**config.mk**
```make
export PLATFORM = sky130hd
export DESIGN_NAME = fpsb_host
export DESIGN_NICKNAME = d
export VERILOG_FILES = /design/src/hdl/fpsb_pkg.sv /design/src/hdl/fpsb_bus.sv /design/src/hdl/fpsb_host.sv
export SDC_FILE = /design/constraint.sdc
export NUM_CORES = 1
export LEC_CHECK = 0
export BUFFER_PORTS_ARGS = -buffer_cell sky130_fd_sc_hd__buf_4
export CELL_PAD_IN_SITES_DETAIL_PLACEMENT = 0
export CELL_PAD_IN_SITES_GLOBAL_PLACEMENT = 2
export CORE_MARGIN = 2
export CORE_UTILIZATION = 37
export DETAILED_ROUTE_END_ITERATION = 16
export HOLD_SLACK_MARGIN = 0.15
export PLACE_DENSITY_LB_ADDON = 0.1
export SYNTH_ARGS = -nofsm -noshare
export SYNTH_HDL_FRONTEND = slang
export SYNTH_HIERARCHICAL = 1
export SYNTH_SLANG_ARGS = --single-unit
```
**constraint.sdc**
```tcl
create_clock -name clk_i -period 6.36 [get_ports clk_i]
set_input_delay 0.318 -clock clk_i [delete_from_list [all_inputs] [get_ports clk_i]]
set_output_delay 0.318 -clock clk_i [all_outputs]
set_load 0.01 [all_outputs]
```
**src/hdl/fpsb_pkg.sv**
```systemverilog
package fpsb_pkg;
    // Software register byte offsets.
    localparam logic [4:0] REG_CTRL = 5'h00;
    localparam logic [4:0] REG_ADDR = 5'h04;
    localparam logic [4:0] REG_DATA = 5'h08;
    localparam logic [4:0] REG_SELECT = 5'h0C;
    localparam logic [4:0] REG_STATUS = 5'h10;
    localparam logic [4:0] REG_RDATA = 5'h14;
    // Control register fields.
    localparam int CTRL_CMD_LSB = 0;
    localparam int CTRL_TOGGLE_BIT = 4;
    // Orders written into the control register.
    localparam logic [3:0] CMD_NOP = 4'h0;
    localparam logic [3:0] CMD_READ = 4'h1;
    localparam logic [3:0] CMD_PROG = 4'h2;
    localparam logic [3:0] CMD_SERASE = 4'h3;
    localparam logic [3:0] CMD_BERASE = 4'h4;
    localparam logic [3:0] CMD_BYP_ENTER = 4'h5;
    localparam logic [3:0] CMD_BYP_PROG = 4'h6;
    localparam logic [3:0] CMD_BYP_EXIT = 4'h7;
    localparam logic [3:0] CMD_RESET = 4'h8;
    // Flash instruction bytes and decode addresses.
    localparam logic [7:0] FL_UNLOCK1 = 8'hAA;
    localparam logic [7:0] FL_UNLOCK2 = 8'h55;
    localparam logic [7:0] FL_ERASE_SETUP = 8'h80;
    localparam logic [7:0] FL_SECTOR_ERASE = 8'h30;
    localparam logic [7:0] FL_BULK_ERASE = 8'h10;
    localparam logic [7:0] FL_PROGRAM = 8'hA0;
    localparam logic [7:0] FL_BYPASS = 8'h20;
    localparam logic [7:0] FL_BYP_EXIT1 = 8'h90;
    localparam logic [7:0] FL_BYP_EXIT2 = 8'h00;
    localparam logic [7:0] FL_RESET = 8'hF0;
    localparam logic [11:0] FL_ADDR_UNLOCK1 = 12'hAAA;
    localparam logic [11:0] FL_ADDR_UNLOCK2 = 12'h554;
    localparam logic [11:0] FL_ADDR_ANY = 12'h000;
    // Status bit positions in the read word.
    localparam int ST_POLL = 7;
    localparam int ST_TOGGLE = 6;
    localparam int ST_ERROR = 5;
    localparam int ST_ERASE_TMO = 3;
    // Timing.
    localparam int CLK_MHZ = 20;
    localparam int T_STROBE_NS = 100;
    localparam int STROBE_CYC = (T_STROBE_NS * CLK_MHZ + 999) / 1000;
    localparam int SYNC_CYC = 2;
    localparam int T_RESET_ERR_US = 25;
    localparam int RESET_ERR_CYC = T_RESET_ERR_US * CLK_MHZ;
    localparam int POLL_MAX_DEF = 4000;
    // One write of an instruction sequence.
    typedef struct packed {
        logic last;
        logic tgt_addr;
        logic tgt_data;
        logic [11:0] addr;
        logic [7:0] data;
    } fpsb_step_t;
endpackage
```
**src/hdl/fpsb_bus.sv**
```systemverilog
`timescale 1ns/1ps
module fpsb_bus
    import fpsb_pkg::*;
#(
    parameter int ADDR_W = 21
) (
    // Clock and reset.
    input wire logic clk_i,
    input wire logic rst_i,
    // Cycle request.
    input wire logic start_i,
    input wire logic write_i,
    input wire logic [ADDR_W-1:0] addr_i,
    input wire logic [15:0] wdata_i,
    input wire logic [11:0] sel_i,
    output logic done_o,
    output logic [15:0] rdata_o,
    // Flash pins.
    output logic [ADDR_W-1:0] flash_addr_o,
    output logic [15:0] flash_dq_o,
    output logic flash_dq_oe_o,
    input wire logic [15:0] flash_dq_i,
    output logic flash_wr_n_o,
    output logic flash_rd_n_o,
    output logic [7:0] main_sector_select_o,
    output logic [3:0] boot_sector_select_o
);
    typedef enum logic [1:0] {B_IDLE, B_SETUP, B_STROBE, B_HOLD} fpsb_bst_t;
    fpsb_bst_t state_r;
    logic [7:0] cnt_r;
    logic write_r;
    logic [15:0] dq_meta_r;
    logic [15:0] dq_sync_r;

    if (ADDR_W < 12 || ADDR_W > 32) begin : g_bad_addr_w
        $error("fpsb_bus: ADDR_W must be 12 to 32");
    end

    always_ff @(posedge clk_i) begin
        dq_meta_r <= flash_dq_i;
        dq_sync_r <= dq_meta_r;
    end

    // A read strobe stays low long enough for the data to pass the synchroniser.
    always_ff @(posedge clk_i) begin
        if (rst_i) begin
            state_r <= B_IDLE;
            cnt_r <= 8'h00;
            write_r <= 1'b0;
        end else begin
            unique case (state_r)
                B_IDLE: begin
                    if (start_i) begin
                        state_r <= B_SETUP;
                        write_r <= write_i;
                    end
                end
                B_SETUP: begin
                    state_r <= B_STROBE;
                    cnt_r <= write_r ? 8'(STROBE_CYC - 1) : 8'(STROBE_CYC + SYNC_CYC - 1);
                end
                B_STROBE: begin
                    if (cnt_r == 8'h00) begin
                        state_r <= B_HOLD;
                    end else begin
                        cnt_r <= cnt_r - 8'h01;
                    end
                end
                B_HOLD: state_r <= B_IDLE;
            endcase
        end
    end

    always_ff @(posedge clk_i) begin
        if (rst_i) begin
            flash_addr_o <= '0;
            flash_dq_o <= 16'h0000;
            flash_dq_oe_o <= 1'b0;
            main_sector_select_o <= 8'h00;
            boot_sector_select_o <= 4'h0;
        end else if (state_r == B_IDLE && start_i) begin
            flash_addr_o <= addr_i;
            flash_dq_o <= wdata_i;
            flash_dq_oe_o <= write_i;
            main_sector_select_o <= sel_i[7:0];
            boot_sector_select_o <= sel_i[11:8];
        end else if (state_r == B_HOLD) begin
            flash_dq_oe_o <= 1'b0;
            main_sector_select_o <= 8'h00;
            boot_sector_select_o <= 4'h0;
        end
    end

    always_ff @(posedge clk_i) begin
        if (rst_i) begin
            flash_wr_n_o <= 1'b1;
            flash_rd_n_o <= 1'b1;
            rdata_o <= 16'h0000;
        end else begin
            flash_wr_n_o <= !(state_r == B_SETUP && write_r) && !(state_r == B_STROBE && write_r && cnt_r != 8'h00);
            flash_rd_n_o <= !(state_r == B_SETUP && !write_r) && !(state_r == B_STROBE && !write_r && cnt_r != 8'h00);
            if (state_r == B_STROBE && cnt_r == 8'h00 && !write_r) begin
                rdata_o <= dq_sync_r;
            end
        end
    end

    assign done_o = (state_r == B_HOLD);
endmodule // fpsb_bus

```
**src/hdl/fpsb_host.sv**
```systemverilog
// Design decisions made here: the address map and strobed register access.
`timescale 1ns/1ps
module fpsb_host
    import fpsb_pkg::*;
#(
    parameter int ADDR_W = 21,
    parameter int POLL_MAX = POLL_MAX_DEF
) (
    // Clock and reset.
    input wire logic clk_i,
    input wire logic rst_i,
    // Software register port.
    input wire logic [4:0] reg_addr_i,
    input wire logic [31:0] reg_wdata_i,
    input wire logic reg_wr_i,
    input wire logic reg_rd_i,
    output logic [31:0] reg_rdata_o,
    // Flash pins.
    output logic [ADDR_W-1:0] flash_addr_o,
    output logic [15:0] flash_dq_o,
    output logic flash_dq_oe_o,
    input wire logic [15:0] flash_dq_i,
    output logic flash_wr_n_o,
    output logic flash_rd_n_o,
    output logic [7:0] main_sector_select_o,
    output logic [3:0] boot_sector_select_o
);
    typedef enum logic [2:0] {S_IDLE, S_WRITE, S_POLL, S_VERIFY, S_READ, S_WAIT} fpsb_st_t;
    fpsb_st_t state_r;
    logic [3:0] cmd_r;
    logic toggle_mode_r;
    logic [ADDR_W-1:0] tgt_addr_r;
    logic [15:0] tgt_data_r;
    logic [11:0] select_r;
    logic [2:0] step_r;
    logic pend_r;
    logic bypass_r;
    logic err_seen_r;
    logic busy_r, done_r, fail_r, verify_err_r, refused_r, tmo_r;
    logic have_prev_r, recheck_r;
    logic [15:0] prev_r;
    logic [15:0] last_rd_r;
    logic [15:0] poll_cnt_r;
    logic [9:0] wait_cnt_r;
    logic bus_start, bus_done;
    logic [15:0] bus_rdata;
    fpsb_step_t step;
    logic start_ok;
    logic [3:0] new_cmd;
    logic poll_hit;

    if (POLL_MAX < 1 || POLL_MAX > 65535) begin : g_bad_poll_max
        $error("fpsb_host: POLL_MAX must be 1 to 65535");
    end
    if (RESET_ERR_CYC > 1023) begin : g_bad_reset_wait
        $error("fpsb_host: reset wait counter too narrow");
    end

    function automatic fpsb_step_t seq_step(input logic [3:0] cmd, input logic [2:0] idx);
        fpsb_step_t s;
        s = '{last: 1'b0, tgt_addr: 1'b0, tgt_data: 1'b0, addr: FL_ADDR_UNLOCK1, data: FL_UNLOCK1};
        if (idx == 3'd1 || idx == 3'd4) begin
            s.addr = FL_ADDR_UNLOCK2;
            s.data = FL_UNLOCK2;
        end
        unique case (cmd)
            CMD_PROG: begin
                if (idx == 3'd2) s.data = FL_PROGRAM;
                if (idx == 3'd3) s = '{1'b1, 1'b1, 1'b1, FL_ADDR_ANY, FL_UNLOCK1};
            end
            CMD_SERASE, CMD_BERASE: begin
                if (idx == 3'd2) s.data = FL_ERASE_SETUP;
                if (idx == 3'd5) begin
                    s.last = 1'b1;
                    s.tgt_addr = (cmd == CMD_SERASE);
                    s.data = (cmd == CMD_SERASE) ? FL_SECTOR_ERASE : FL_BULK_ERASE;
                end
            end
            CMD_BYP_ENTER: begin
                if (idx == 3'd2) s = '{1'b1, 1'b0, 1'b0, FL_ADDR_UNLOCK1, FL_BYPASS};
            end
            CMD_BYP_PROG: begin
                s = '{1'b0, 1'b0, 1'b0, FL_ADDR_ANY, FL_PROGRAM};
                if (idx == 3'd1) s = '{1'b1, 1'b1, 1'b1, FL_ADDR_ANY, FL_UNLOCK1};
            end
            CMD_BYP_EXIT: begin
                s = '{idx == 3'd1, 1'b0, 1'b0, FL_ADDR_ANY, (idx == 3'd1) ? FL_BYP_EXIT2 : FL_BYP_EXIT1};
            end
            default: s = '{1'b1, 1'b0, 1'b0, FL_ADDR_ANY, FL_RESET};
        endcase
        return s;
    endfunction

    assign step = seq_step(cmd_r, step_r);
    assign new_cmd = reg_wdata_i[CTRL_CMD_LSB +: 4];

    // Bypass mode admits only bypass program and exit; error state outside bypass admits only reset and read.
    always_comb begin
        if (bypass_r) begin
            start_ok = (new_cmd == CMD_BYP_PROG) || (new_cmd == CMD_BYP_EXIT);
        end else if (err_seen_r) begin
            start_ok = (new_cmd == CMD_RESET) || (new_cmd == CMD_READ);
        end else begin
            start_ok = (new_cmd != CMD_NOP) && (new_cmd != CMD_BYP_PROG) && (new_cmd != CMD_BYP_EXIT);
        end
    end

    // Completion test: data polling compares bit 7, toggle mode waits for two reads with equal bit 6.
    always_comb begin
        if (toggle_mode_r) begin
            poll_hit = have_prev_r && (bus_rdata[ST_TOGGLE] == prev_r[ST_TOGGLE]);
        end else if (cmd_r == CMD_PROG || cmd_r == CMD_BYP_PROG) begin
            poll_hit = (bus_rdata[ST_POLL] == tgt_data_r[ST_POLL]);
        end else begin
            poll_hit = bus_rdata[ST_POLL];
        end
    end

    assign bus_start = !pend_r && (state_r == S_WRITE || state_r == S_POLL
                                   || state_r == S_VERIFY || state_r == S_READ);

    always_ff @(posedge clk_i) begin
        if (rst_i) begin
            pend_r <= 1'b0;
        end else if (bus_start) begin
            pend_r <= 1'b1;
        end else if (bus_done) begin
            pend_r <= 1'b0;
        end
    end

    always_ff @(posedge clk_i) begin
        if (rst_i) begin
            cmd_r <= CMD_NOP;
            toggle_mode_r <= 1'b0;
            tgt_addr_r <= '0;
            tgt_data_r <= 16'h0000;
            select_r <= 12'h000;
        end else if (reg_wr_i && state_r == S_IDLE) begin
            if (reg_addr_i == REG_CTRL && start_ok) begin
                cmd_r <= new_cmd;
                toggle_mode_r <= reg_wdata_i[CTRL_TOGGLE_BIT];
            end
            if (reg_addr_i == REG_ADDR) tgt_addr_r <= reg_wdata_i[ADDR_W-1:0];
            if (reg_addr_i == REG_DATA) tgt_data_r <= reg_wdata_i[15:0];
            if (reg_addr_i == REG_SELECT) select_r <= reg_wdata_i[11:0];
        end
    end

    always_ff @(posedge clk_i) begin
        if (rst_i) begin
            state_r <= S_IDLE;
            step_r <= 3'd0;
            poll_cnt_r <= 16'h0000;
            wait_cnt_r <= 10'h000;
            have_prev_r <= 1'b0;
            recheck_r <= 1'b0;
            prev_r <= 16'h0000;
        end else begin
            unique case (state_r)
                S_IDLE: begin
                    step_r <= 3'd0;
                    poll_cnt_r <= 16'h0000;
                    have_prev_r <= 1'b0;
                    recheck_r <= 1'b0;
                    if (reg_wr_i && reg_addr_i == REG_CTRL && start_ok) begin
                        state_r <= (new_cmd == CMD_READ) ? S_READ : S_WRITE;
                    end
                end
                S_WRITE: begin
                    if (bus_done) begin
                        step_r <= step_r + 3'd1;
                        if (step.last) begin
                            // Polling starts only after the final write of the sequence.
                            if (cmd_r == CMD_RESET) begin
                                state_r <= err_seen_r ? S_WAIT : S_IDLE;
                                wait_cnt_r <= 10'(RESET_ERR_CYC);
                            end else if (cmd_r == CMD_BYP_ENTER || cmd_r == CMD_BYP_EXIT) begin
                                state_r <= S_IDLE;
                            end else begin
                                state_r <= S_POLL;
                            end
                        end
                    end
                end
                S_POLL: begin
                    if (bus_done) begin
                        prev_r <= bus_rdata;
                        have_prev_r <= 1'b1;
                        poll_cnt_r <= poll_cnt_r + 16'h0001;
                        if (poll_hit && !(toggle_mode_r && bus_rdata[ST_ERROR] && !recheck_r)) begin
                            state_r <= (cmd_r == CMD_PROG || cmd_r == CMD_BYP_PROG) ? S_VERIFY : S_IDLE;
                        end else if (recheck_r || poll_cnt_r == 16'(POLL_MAX - 1)) begin
                            state_r <= S_IDLE;
                        end else if (bus_rdata[ST_ERROR]) begin
                            recheck_r <= 1'b1;
                        end
                    end
                end
                S_VERIFY, S_READ: begin
                    if (bus_done) state_r <= S_IDLE;
                end
                S_WAIT: begin
                    wait_cnt_r <= wait_cnt_r - 10'h001;
                    if (wait_cnt_r == 10'h001) state_r <= S_IDLE;
                end
            endcase
        end
    end

    // Outcome flags; an idle control write clears done_r, fail_r, verify_err_r, tmo_r; all but busy_r and refused_r are set only while the order runs.
    always_ff @(posedge clk_i) begin
        if (rst_i) begin
            busy_r <= 1'b0;
            done_r <= 1'b0;
            fail_r <= 1'b0;
            verify_err_r <= 1'b0;
            refused_r <= 1'b0;
            tmo_r <= 1'b0;
            bypass_r <= 1'b0;
            err_seen_r <= 1'b0;
            last_rd_r <= 16'h0000;
        end else begin
            if (reg_wr_i && reg_addr_i == REG_CTRL && state_r == S_IDLE) begin
                busy_r <= start_ok;
                done_r <= 1'b0;
                fail_r <= 1'b0;
                verify_err_r <= 1'b0;
                tmo_r <= 1'b0;
                refused_r <= !start_ok;
            end else if (state_r != S_IDLE && (bus_done || state_r == S_WAIT)) begin
                if (state_r != S_WRITE) last_rd_r <= bus_rdata;
                if (state_r == S_POLL && !(poll_hit && !(toggle_mode_r && bus_rdata[ST_ERROR] && !recheck_r))
                    && (recheck_r || poll_cnt_r == 16'(POLL_MAX - 1))) begin
                    busy_r <= 1'b0;
                    fail_r <= 1'b1;
                    tmo_r <= !recheck_r;
                    err_seen_r <= recheck_r;
                end else if (state_r == S_VERIFY) begin
                    busy_r <= 1'b0;
                    done_r <= 1'b1;
                    verify_err_r <= (bus_rdata != tgt_data_r);
                end else if ((state_r == S_WRITE && step.last && !(cmd_r == CMD_RESET && err_seen_r)
                              && cmd_r != CMD_PROG && cmd_r != CMD_BYP_PROG && cmd_r != CMD_SERASE
                              && cmd_r != CMD_BERASE)
                             || (state_r == S_WAIT && wait_cnt_r == 10'h001)
                             || state_r == S_READ
                             || (state_r == S_POLL && poll_hit && !(toggle_mode_r && bus_rdata[ST_ERROR] && !recheck_r)
                                 && cmd_r != CMD_PROG && cmd_r != CMD_BYP_PROG)) begin
                    busy_r <= 1'b0;
                    done_r <= 1'b1;
                    if (state_r == S_WRITE && cmd_r == CMD_BYP_ENTER) bypass_r <= 1'b1;
                    if (state_r == S_WRITE && cmd_r == CMD_BYP_EXIT) bypass_r <= 1'b0;
                    if (cmd_r == CMD_RESET) err_seen_r <= 1'b0;
                end
            end
        end
    end

    // Register read data stand in the cycle after the read strobe.
    always_ff @(posedge clk_i) begin
        if (rst_i) begin
            reg_rdata_o <= 32'h0000_0000;
        end else if (reg_rd_i) begin
            unique case (reg_addr_i)
                REG_CTRL: reg_rdata_o <= {27'h0, toggle_mode_r, cmd_r};
                REG_ADDR: reg_rdata_o <= 32'(tgt_addr_r);
                REG_DATA: reg_rdata_o <= {16'h0, tgt_data_r};
                REG_SELECT: reg_rdata_o <= {20'h0, select_r};
                REG_STATUS: reg_rdata_o <= {16'h0, last_rd_r[ST_POLL], last_rd_r[ST_TOGGLE],
                                            last_rd_r[ST_ERROR], last_rd_r[ST_ERASE_TMO], 4'h0,
                                            err_seen_r, bypass_r, tmo_r, refused_r,
                                            verify_err_r, fail_r, done_r, busy_r};
                REG_RDATA: reg_rdata_o <= {16'h0, last_rd_r};
                default: reg_rdata_o <= 32'h0000_0000;
            endcase
        end
    end

    fpsb_bus #(
        .ADDR_W(ADDR_W)
    ) u_bus (
        .clk_i(clk_i),
        .rst_i(rst_i),
        .start_i(bus_start),
        .write_i(state_r == S_WRITE),
        // Status and verify reads go to the target address with bit 0 cleared.
        .addr_i((state_r == S_WRITE && !step.tgt_addr) ? ADDR_W'(step.addr) : {tgt_addr_r[ADDR_W-1:1], 1'b0}),
        .wdata_i(step.tgt_data ? tgt_data_r : {8'h00, step.data}),
        .sel_i(select_r),
        .done_o(bus_done),
        .rdata_o(bus_rdata),
        .flash_addr_o(flash_addr_o),
        .flash_dq_o(flash_dq_o),
        .flash_dq_oe_o(flash_dq_oe_o),
        .flash_dq_i(flash_dq_i),
        .flash_wr_n_o(flash_wr_n_o),
        .flash_rd_n_o(flash_rd_n_o),
        .main_sector_select_o(main_sector_select_o),
        .boot_sector_select_o(boot_sector_select_o)
    );
endmodule // fpsb_host

```
==> run metrics, run 1 <==
DR WL/cell=18.1 um; multiplexer share of the synthesized area=0.0429; Max VDD drop=0.181 mV; simple-gate share of the synthesized area=0.252; FF+latch area=4920 um2; synth warn=6; fillcell total=2889; count of flip-flops with a built-in enable after synthesis=0; FMAX=292 MHz; Area Growth Syn to Fin=21.8%; hold_sp=rst_i; Min-Delay Path Depth=2; WS Path Type=reg -> reg; post-synthesis async set-or-reset flop share=0; Worst Path Arrival=3.89 ns; Post-Syn Instances=1287; Sink Count=246; CP Capture Type=flip-flop; Fin. Hold Viols=0; leading area contributor after synthesis=dfxtp_1; largest family of logic cells by synthesized area=simple AND/OR/NAND/NOR gates; Compound-Gate Fraction of Synth Area=0.157; power consumption=0.00364 W; worst skew pair latency=0.56 ns; cells along the critical path=inv_1, ha_1, nor2b_1, o21ai_1, nand3_1, a311oi_2, a21o_1, nand2_1, a21oi_1; Clock Skew=0.0247 ns; Rel. slew slack=0.397; Crit path required time=6.83 ns; post-route ant nets=0; Post-CTS Setup Inserts=0; CP max stage delay=0.75 ns; DP Wirelength=22.9 mm; Syn Area/Cell=8.43 um2; Yosys cell types=86; Tmin final=3.42 ns; Total Wirelength=32.7 mm; share of the synthesized area in the top cell type=0.454; CTS-repair resized insts=0; static leakage=5.07 nW; r2r startpoint=step_r[2]$_SDFFE_PP0P_; Total Routing Usage GR=0.210; worst hold path class=in -> reg; routed vias/inst=5.14; Final Max Tran Viols=0; die area=30700 um2; drt initial violations=669; core area=28800 um2; Synth Area in Adders=0.0173; cell row count=62; Slew @ Worst Pin=0.904 ns; #FFs+latches synth=246; TritonCTS clock tree=built; Mapped Area=10800 um2; area occupied by multi-input gates=5420 um2; GR Util met2=0.310; Post-synth top flop=dfxtp_1; share of cells above drive strength 1=0.142; port bufs=118; Starting Density=0.377; diode count=0; PD cells=276 nW/um2; reg2reg setup slack=2.94 ns; Reg2Reg Depth=9; Clock Tree Root=clkbuf_16; Max clock buf depth=3; global-route wire length before repair=51.2 mm; vias in the first global route=8744; commonest cells after routing, fill and taps aside=nand2_1, dfxtp_1, a21oi_1; Hold EP=tgt_data_r[1]$_SDFFE_PP0P_; fin nets=1470; DRC violation count after routing=0; cts hold-fix bufs=40; most common cell after layout, fill and taps aside=nand2_1; post-synthesis sequential area ratio=0.454; largest net degree at the start of global routing=80; CP max FO=22; total negative slack=0 ns; synth top area cells=dfxtp_1, nand2_1, a21oi_1, mux2i_1, nor2_1; XOR/XNOR Fraction of Synth Area=0.0267; status=complete, no violations; met1 Track Usage GR=0.319; Ports=141; Reg-to-Reg End=u_bus/flash_addr_o[6]$_SDFFE_PP0N_; chip height=175 um; gr ovfl total=0; fin crit share=0.538; vias post-DR=9259; unrepaired setup endpoints after global routing=no; CP max-delay cell=nand3_1; CTS buffer count=28; die width=175 um; max cap viols=0; GP Congestion=0.822; initial antenna violation count=1; drt pass-1 iters=7; grt peak-use layer=met1; met3 usage=0.0315; Worst-path clk slew=0.06 ns; H-tree Lvls=1; element type at the critical path start=flip-flop; Final Setup Violations=0
[Yosys cell counts, drive strengths merged, types with 4 or more instances]
library cell / count
and2: 25
o211ai: 5
o21ai: 12
a22oi: 4
a21o: 18
o21a: 5
mux2i: 42
nor4: 8
a222oi: 16
or3: 5
xor2: 24
nor2: 108
nand4: 18
nor4b: 4
clkbuf: 53
a21oi: 171
nor3b: 6
and4b: 4
or3b: 4
nand3b: 15
nand2: 254
and3: 6
nor3: 22
nand3: 33
a311oi: 5
ha: 15
a31oi: 6
a211oi: 7
or4: 5
dfxtp: 246
inv: 20
mux2: 4
xnor2: 9
nor2b: 11
nand2b: 10
buf: 42
[sequential cells by signal, summed over array words and instances, names as in the netlist, 3 cells and up]
| name | flops |
|---|---|
| u_bus/flash_dq_o | 16 |
| select_r | 12 |
| last_rd_r | 16 |
| state_r | 3 |
| cmd_r | 4 |
| u_bus/boot_sector_select_o | 4 |
| u_bus/main_sector_select_o | 8 |
| u_bus/dq_sync_r | 16 |
| u_bus/cnt_r | 8 |
| reg_rdata_o | 21 |
| tgt_addr_r | 21 |
| step_r | 3 |
| wait_cnt_r | 10 |
| u_bus/flash_addr_o | 21 |
| poll_cnt_r | 16 |
| u_bus/rdata_o | 16 |
| u_bus/dq_meta_r | 16 |
| tgt_data_r | 16 |
[per-layer routing]
metal / part of all wire / up-vias
met4: 0.026 / 2
li1: - / 4679
met2: 0.42 / 260
met5: 0.00037 / -
met1: 0.50 / 4265
met3: 0.058 / 53
[logic make-up after synthesis]
logic type	Yosys count
AO/OA/AOI/OAI	274
flip-flops	246
adder cells (fa/ha/maj)	15
other	1
AND/OR/NAND/NOR	557
XOR/XNOR	33
multiplexers	46
buffers and inverters	115
[per-stage QoR]
step | worst slack [ns] | area [um2] | instances | hold WS [ns] | utilization
floorplan | 4.31 | 10900 | 1298 | 0.310 | -
global placement | 2.96 | 11800 | 1712 | 0.311 | 0.411
detailed placement | 2.95 | 11800 | 1712 | 0.312 | 0.411
CTS | 2.90 | 13200 | 1803 | 0.204 | 0.459
global route | 2.45 | 13200 | 1803 | 0.246 | 0.459
finish | 2.94 | 13200 | 1803 | 0.236 | 0.459
[worst max-delay path by stage]
stage,cells past startpoint,slack [ns],from,endpoint
finish,9,2.94,step_r[2]$_SDFFE_PP0P_,u_bus/flash_addr_o[6]$_SDFFE_PP0N_
global route,9,2.45,step_r[2]$_SDFFE_PP0P_,u_bus/flash_addr_o[2]$_SDFFE_PP0N_
floorplan,10,4.31,step_r[2]$_SDFFE_PP0P_,u_bus/flash_addr_o[10]$_SDFFE_PP0N_
CTS,9,2.90,step_r[2]$_SDFFE_PP0P_,u_bus/flash_addr_o[6]$_SDFFE_PP0N_
detailed placement,9,2.95,step_r[2]$_SDFFE_PP0P_,u_bus/flash_addr_o[6]$_SDFFE_PP0N_
global placement,9,2.96,step_r[2]$_SDFFE_PP0P_,u_bus/flash_addr_o[6]$_SDFFE_PP0N_
[report_power, final]
group / total [W] / switching, W / internal [W]
Clock: 0.00168 / 0.000649 / 0.00103
Sequential: 0.00163 / 0.0000396 / 0.00159
Combinational: 0.000340 / 0.000192 / 0.000148
Total: 0.00364 / 0.000881 / 0.00276
[worst max-delay path: cells and delay by family (launching register included)]
family	cells	cell delay, ns
AO/OA/AOI/OAI	4	1.51
AND/OR/NAND/NOR	3	0.95
flip-flops	1	0.53
adder cells (fa/ha/maj)	1	0.24
buffers and inverters	1	0.11
[layout make-up]
type | count | share of cell area
clock inverter | 8 | 0.0100
tap | 384 | 0.0364
inverter | 20 | 0.00568
timing repair buffer | 165 | 0.102
sequential | 246 | 0.373
clock buffer | 43 | 0.0634
multi-input combinational | 937 | 0.410
(Power assumes the default switching activity.)
==> run 2, diff against run 1 <==
ABC_AREA = 1   (was not set)
CORE_UTILIZATION = 30   (was 37)
clock period = 2.9 ns   (was 6.36 ns; I/O delays follow)
==> run 2 against run 1 <==
Against the previous run: count of clock-buffer cells in the layout grew 4; sequential power grew to 2.6 times the previous value; non-clock buffer count grew 19; combinational power grew to 11 times the previous value; register-to-register slack lost 2.4 ns.
==> run metrics, run 2 <==
Sink Count=246; share of power burned in registers=0.360; hold_sp=rst_i; fin nets=1658; Post-CTS Setup Inserts=0; Yosys cell types=55; max cap viols=0; die area=36900 um2; leading area contributor after synthesis=dfxtp_1; DP Wirelength=25.7 mm; die width=192 um; synth warn=6; post-synthesis async set-or-reset flop share=0; Rel. slew slack=0.408; post-route ant nets=0; Starting Density=0.306; reg2reg setup slack=0.56 ns; total negative slack=0 ns; CTS buffer count=29; Layout Utilization=0.385; H-tree Lvls=1; Reg2Reg Depth=12; r2r startpoint=state_r[2]$_SDFFE_PP0P_; count of buffer and inverter cells on the critical path=4; chip height=192 um; count of flip-flops with a built-in enable after synthesis=0; drt initial violations=485; routed vias/inst=4.67; diode count=0; initial antenna violation count=0; CP max stage delay=0.67 ns; CTS-repair resized insts=0; PD cells=869 nW/um2; Hold EP=poll_cnt_r[2]$_SDFFE_PP0P_; FMAX=428 MHz; Post-synth top flop=dfxtp_1; core area=34700 um2; largest net degree at the start of global routing=45; Tmin final=2.34 ns; Max clock buf depth=3; static leakage=5.34 nW; cells along the critical path=nor2_1, inv_2, nor2_4, inv_2, nand2_1, nor2_1, buf_4, nand2_1, inv_2, nor2_1, nand2_1, a21oi_1; vias in the first global route=9084; Mapped Area=10600 um2; WS Path Type=reg -> reg; Comb pwr share=0.316; worst hold path class=in -> reg; most common cell after layout, fill and taps aside=dfxtp_1; Fin. Hold Viols=0; Min-Delay Path Depth=3; DRC violation count after routing=0; Area Growth Syn to Fin=25.9%; switch share=0.357; post-synthesis sequential area ratio=0.464; gr ovfl total=0; port bufs=118; Crit path required time=3.39 ns; element type at the critical path start=flip-flop; drt pass-1 iters=6; share of the synthesized area in the top cell type=0.464; cell family with most CP delay=simple AND/OR/NAND/NOR gates; cts hold-fix bufs=42; Commonest cells post-synth=dfxtp_1, nor2_1, nand2_1; Clock Tree Root=clkbuf_16; Syn Area/Cell=7.43 um2; status=complete, no violations; Slew @ Worst Pin=0.886 ns; unrepaired setup endpoints after global routing=no; Ports=141; worst skew pair latency=0.56 ns; Clock Power Share=0.324; Clock Skew=0.0109 ns; vias post-DR=9635; cell row count=68; CP Capture Type=flip-flop; most common cell in the netlist=dfxtp_1; share of cells above drive strength 1=0.147; Worst Path Arrival=2.83 ns; DR WL/cell=16.8 um; TritonCTS clock tree=built; Total Wirelength=34.6 mm; synth top area cells=dfxtp_1, nor2_1, o21ai_0, nand2_1, a21oi_1; GP Congestion=0.765; Post-Syn Instances=1429; Reg-to-Reg End=u_bus/main_sector_select_o[1]$_SDFFE_PP0P_; Pint=0.00747 W; Worst-path clk slew=0.06 ns; commonest cells after routing, fill and taps aside=dfxtp_1, nor2_1, nand2_1; P_sw=0.00415 W; global-route wire length before repair=53.6 mm; #FFs+latches synth=246; CP max-delay cell=nor2_1; Final Max Tran Viols=0; CP max FO=13; Max VDD drop=0.486 mV; Final Setup Violations=0; Total Routing Usage GR=0.187; fin crit share=0.806; biggest regs=reg_rdata_o: 21 flops, tgt_addr_r: 21 flops, u_bus/flash_addr_o: 21 flops
run 2: changes by cell type after synthesis, moves of 16 or more:
cell / before / now
a21o_1: 17 / 0
a21oi_1: 170 / 132
a222oi_1: 16 / 0
and2_1: 25 / 0
inv_1: 20 / 138
mux2i_1: 42 / 0
nand2_1: 254 / 199
nand3_1: 32 / 55
nor2_1: 107 / 234
o21ai_0: 8 / 174
run 2: power by group through the flow:
| stage | registers [W] | logic (W) | clock network, W |
|---|---|---|---|
| finish | 0.00418 | 0.00368 | 0.00376 |
| detailed placement | 0.00426 | 0.00367 | 0 |
| floorplan | 0.00431 | 0.00226 | 0 |
| global placement | 0.00426 | 0.00367 | 0 |
| global route | 0.00424 | 0.00420 | 0.00402 |
| CTS | 0.00419 | 0.00373 | 0.00386 |
run 2: cells by family after synthesis:
family / synth area share
DFF: 0.464
xor gates and xnor gates: 0.0148
buffers and inverters: 0.0872
adders and majority gates: 0.0177
AOI/OAI and AO/OA: 0.194
and+or+nand+nor: 0.222
other: 0.000353
run 2: metal layers:
metal  vias to the layer above  wire [um]  track usage
li1                       5010          -            -
met1                      4415      18000        0.282
met2                       178      14600        0.284
met3                        32       1550       0.0241
met4                         0        429       0.0335
met5                         -          0            0
run 2: layout make-up:
cell class / instances / area [um2]
Fill cell: 3679 / 21300
Clock buffer: 47 / 893
Multi-Input combinational cell: 973 / 4810
Sequential cell: 246 / 4920
Tap cell: 455 / 569
Inverter: 152 / 579
Clock inverter: 5 / 92.6
Timing Repair Buffer: 184 / 1500
run 2: how the worst max path moves through the flow:
stage                                       start                                          to  slack [ns]  cells after the start
after floorplan            step_r[1]$_SDFFE_PP0P_            u_bus/flash_dq_o[7]$_SDFFE_PP0N_        1.07                     13
after global placement    state_r[2]$_SDFFE_PP0P_  u_bus/main_sector_select_o[2]$_SDFFE_PP0P_        0.63                     12
after detailed placement  state_r[2]$_SDFFE_PP0P_  u_bus/main_sector_select_o[1]$_SDFFE_PP0P_        0.59                     12
after CTS                 state_r[2]$_SDFFE_PP0P_  u_bus/main_sector_select_o[1]$_SDFFE_PP0P_        0.56                     12
after global routing      state_r[0]$_SDFFE_PP0P_  u_bus/main_sector_select_o[2]$_SDFFE_PP0P_        0.32                     12
final                     state_r[2]$_SDFFE_PP0P_  u_bus/main_sector_select_o[1]$_SDFFE_PP0P_        0.56                     12
run 2: tightest hold or removal path, cell delays in order:
cell    delay, ns
buf_4        0.14
buf_4        0.26
nor2_1       0.13
run 2: per-stage QoR:
stage / total power [W] / instances / setup slack, ns / hold slack [ns] / instance area (um2)
6_report: 0.0116 / 2062 / 0.562 / 0.167 / 13400
3_3_place_gp: 0.00793 / 1968 / 0.632 / 0.251 / 12000
3_5_place_dp: 0.00794 / 1968 / 0.590 / 0.251 / 12000
4_1_cts: 0.0118 / 2062 / 0.564 / 0.150 / 13400
5_1_grt: 0.0125 / 2062 / 0.317 / 0.159 / 13400
2_1_floorplan: 0.00657 / 1440 / 1.07 / 0.173 / 10700
==> run 3, diff against run 2 <==
clock period = 1.9 ns   (was 2.9 ns; I/O delays follow)
==> run 3 against run 2 <==
Against the previous run: critical path depth fell by 1; highest routed layer unchanged; setup slack got worse by 0.53 ns; via count rose by 2.9%; critical path type unchanged; design area rose by 7.5%; routed wire length rose by 3.8%; non-clock buffer count rose by 71; clock power rose by 65%; final cell count rose by 3.3%; power rose by 67%; largest cell class is now multi-input gates; register-to-register slack got worse by 0.53 ns; flip-flop and latch count did not move; largest power group is now combinational logic; sequential share of layout area fell by 2.4 points.
==> run metrics, run 3 (synthesis gave the netlist of run 2 again) <==
status=complete, no violations; routed vias/inst=4.65; gr ovfl total=0; FMAX=534 MHz; element type at the critical path start=flip-flop; Slew @ Worst Pin=0.591 ns; Rel. slew slack=0.603; Fin. Hold Viols=0; fin nets=1728; WS Path Type=reg -> reg; die area=36900 um2; commonest cells after routing, fill and taps aside=dfxtp_1, nor2_1, buf_4; CTS buffer count=28; port bufs=118; global-route wire length before repair=54.3 mm; Worst-path clk slew=0.06 ns; H-tree Lvls=1; switch share=0.346; TritonCTS clock tree=built; vias post-DR=9918; share of cells above drive strength 1=0.223; static leakage=5.83 nW; vias in the first global route=9231; Tmin final=1.87 ns; most common cell after layout, fill and taps aside=dfxtp_1; Total Wirelength=35.8 mm; Final Setup Violations=0; Max clock buf depth=3; diode count=0; unrepaired setup endpoints after global routing=yes; Worst Path Arrival=2.31 ns; Starting Density=0.306; GP Congestion=0.838; DRC violation count after routing=0; initial antenna violation count=0; fin crit share=0.985; Area after DPL=12500 um2; Max VDD drop=0.809 mV; fin cells=2131; Final Max Tran Viols=0; final worst slack=0.0278 ns; CP max FO=6; share of power burned in registers=0.330; CP Capture Type=flip-flop; Area Growth Syn to Fin=35.3%; cell row count=68; worst skew pair latency=0.55 ns; # placed instances=2029; Crit path required time=2.34 ns; drt pass-1 iters=5; worst hold path class=in -> reg; Pint=0.0127 W; P_sw=0.00673 W; biggest regs=reg_rdata_o: 21 flops, tgt_addr_r: 21 flops, u_bus/flash_addr_o: 21 flops; power consumption=0.0194 W; Clock Skew=0.0109 ns; final instance area=14400 um2; Clock Tree Root=clkbuf_16; Comb pwr share=0.350; Clock Power Share=0.320; drt initial violations=570; Total Routing Usage GR=0.190; Sink Count=246; max cap viols=0; DP Wirelength=26.8 mm; core area=34700 um2; chip height=192 um; largest net degree at the start of global routing=45; post-route ant nets=0; die width=192 um; PD cells=1350 nW/um2; DR WL/cell=16.8 um; Ports=141; worst slack, placed=-0.132 ns
-- run 3: cell types whose count changed in the layout (fill, tap and decap cells not counted), sizes merged --
| cell | change |
|---|---|
| buf | +68 |
| bufinv | +6 |
| clkbuf | -10 |
| clkinv | +4 |
| clkinvlp | +1 |
| dlygate4sd3 | +1 |
| inv | -1 |
-- run 3: area by class of cell --
cell class / instances / area (um2)
Tap cell: 455 / 569
Multi-Input combinational cell: 973 / 5040
Clock buffer: 35 / 778
Clock inverter: 15 / 280
Timing Repair Buffer: 255 / 2180
Inverter: 152 / 579
Sequential cell: 246 / 4940
Fill cell: 3609 / 20300
-- run 3: repair_timing --
action | 4_1_cts | 5_1_grt
endpoints found under the setup margin | 30 | 66
hold buffers | 43 | 0
resized for setup | 14 | 113
setup buffers | 0 | 7
endpoints found under the hold margin | 114 | 0
pin swaps | 0 | 22
cloned | 0 | 2
-- run 3: power by group through the flow --
stage | combinational, W | sequential [W] | clock [W]
floorplan | 0.00345 | 0.00658 | 0
global placement | 0.00611 | 0.00650 | 0
detailed placement | 0.00612 | 0.00651 | 0
CTS | 0.00626 | 0.00639 | 0.00639
global route | 0.00756 | 0.00650 | 0.00661
finish | 0.00679 | 0.00641 | 0.00621
-- run 3: final timing paths --
kind / from / end / slack, ns / depth (start not counted)
hold / removal: reg_addr_i[2] / select_r[0]$_SDFFE_PP0P_ / 0.18 / 5
hold reg to reg: u_bus/dq_meta_r[0]$_DFF_P_ / u_bus/dq_sync_r[0]$_DFF_P_ / 0.32 / 0
setup reg to reg: step_r[0]$_SDFFE_PP0P_ / u_bus/flash_addr_o[13]$_SDFFE_PP0N_ / 0.03 / 11
setup / recovery: step_r[0]$_SDFFE_PP0P_ / u_bus/flash_addr_o[13]$_SDFFE_PP0N_ / 0.03 / 11
-- run 3: layer usage --
layer	wire length, um	track usage	up-vias	part of all wire
li1	-	-	5150	-
met1	18600	0.293	4542	0.52
met2	15300	0.284	194	0.43
met3	1380	0.0214	32	0.039
met4	540	0.0355	0	0.015
met5	0	0	-	0
-- run 3: worst max-delay path, cell delays in order, from the launching register on --
cell,delay [ns]
dfxtp_4,0.36
ha_2,0.18
ha_2,0.19
nand3_2,0.09
nand2_4,0.07
nor3_4,0.24
buf_12,0.16
buf_12,0.13
nor2_1,0.05
o21ai_1,0.15
buf_4,0.12
nor2_1,0.03
-- run 3: through the flow --
step	utilization	hold WS [ns]	setup TNS (ns)
finish	0.414	0.178	0
detailed placement	0.360	0.201	-2.00
CTS	0.403	0.151	0
global placement	0.360	0.200	-1.92
global route	0.414	0.179	-0.602
floorplan	-	0.123	0
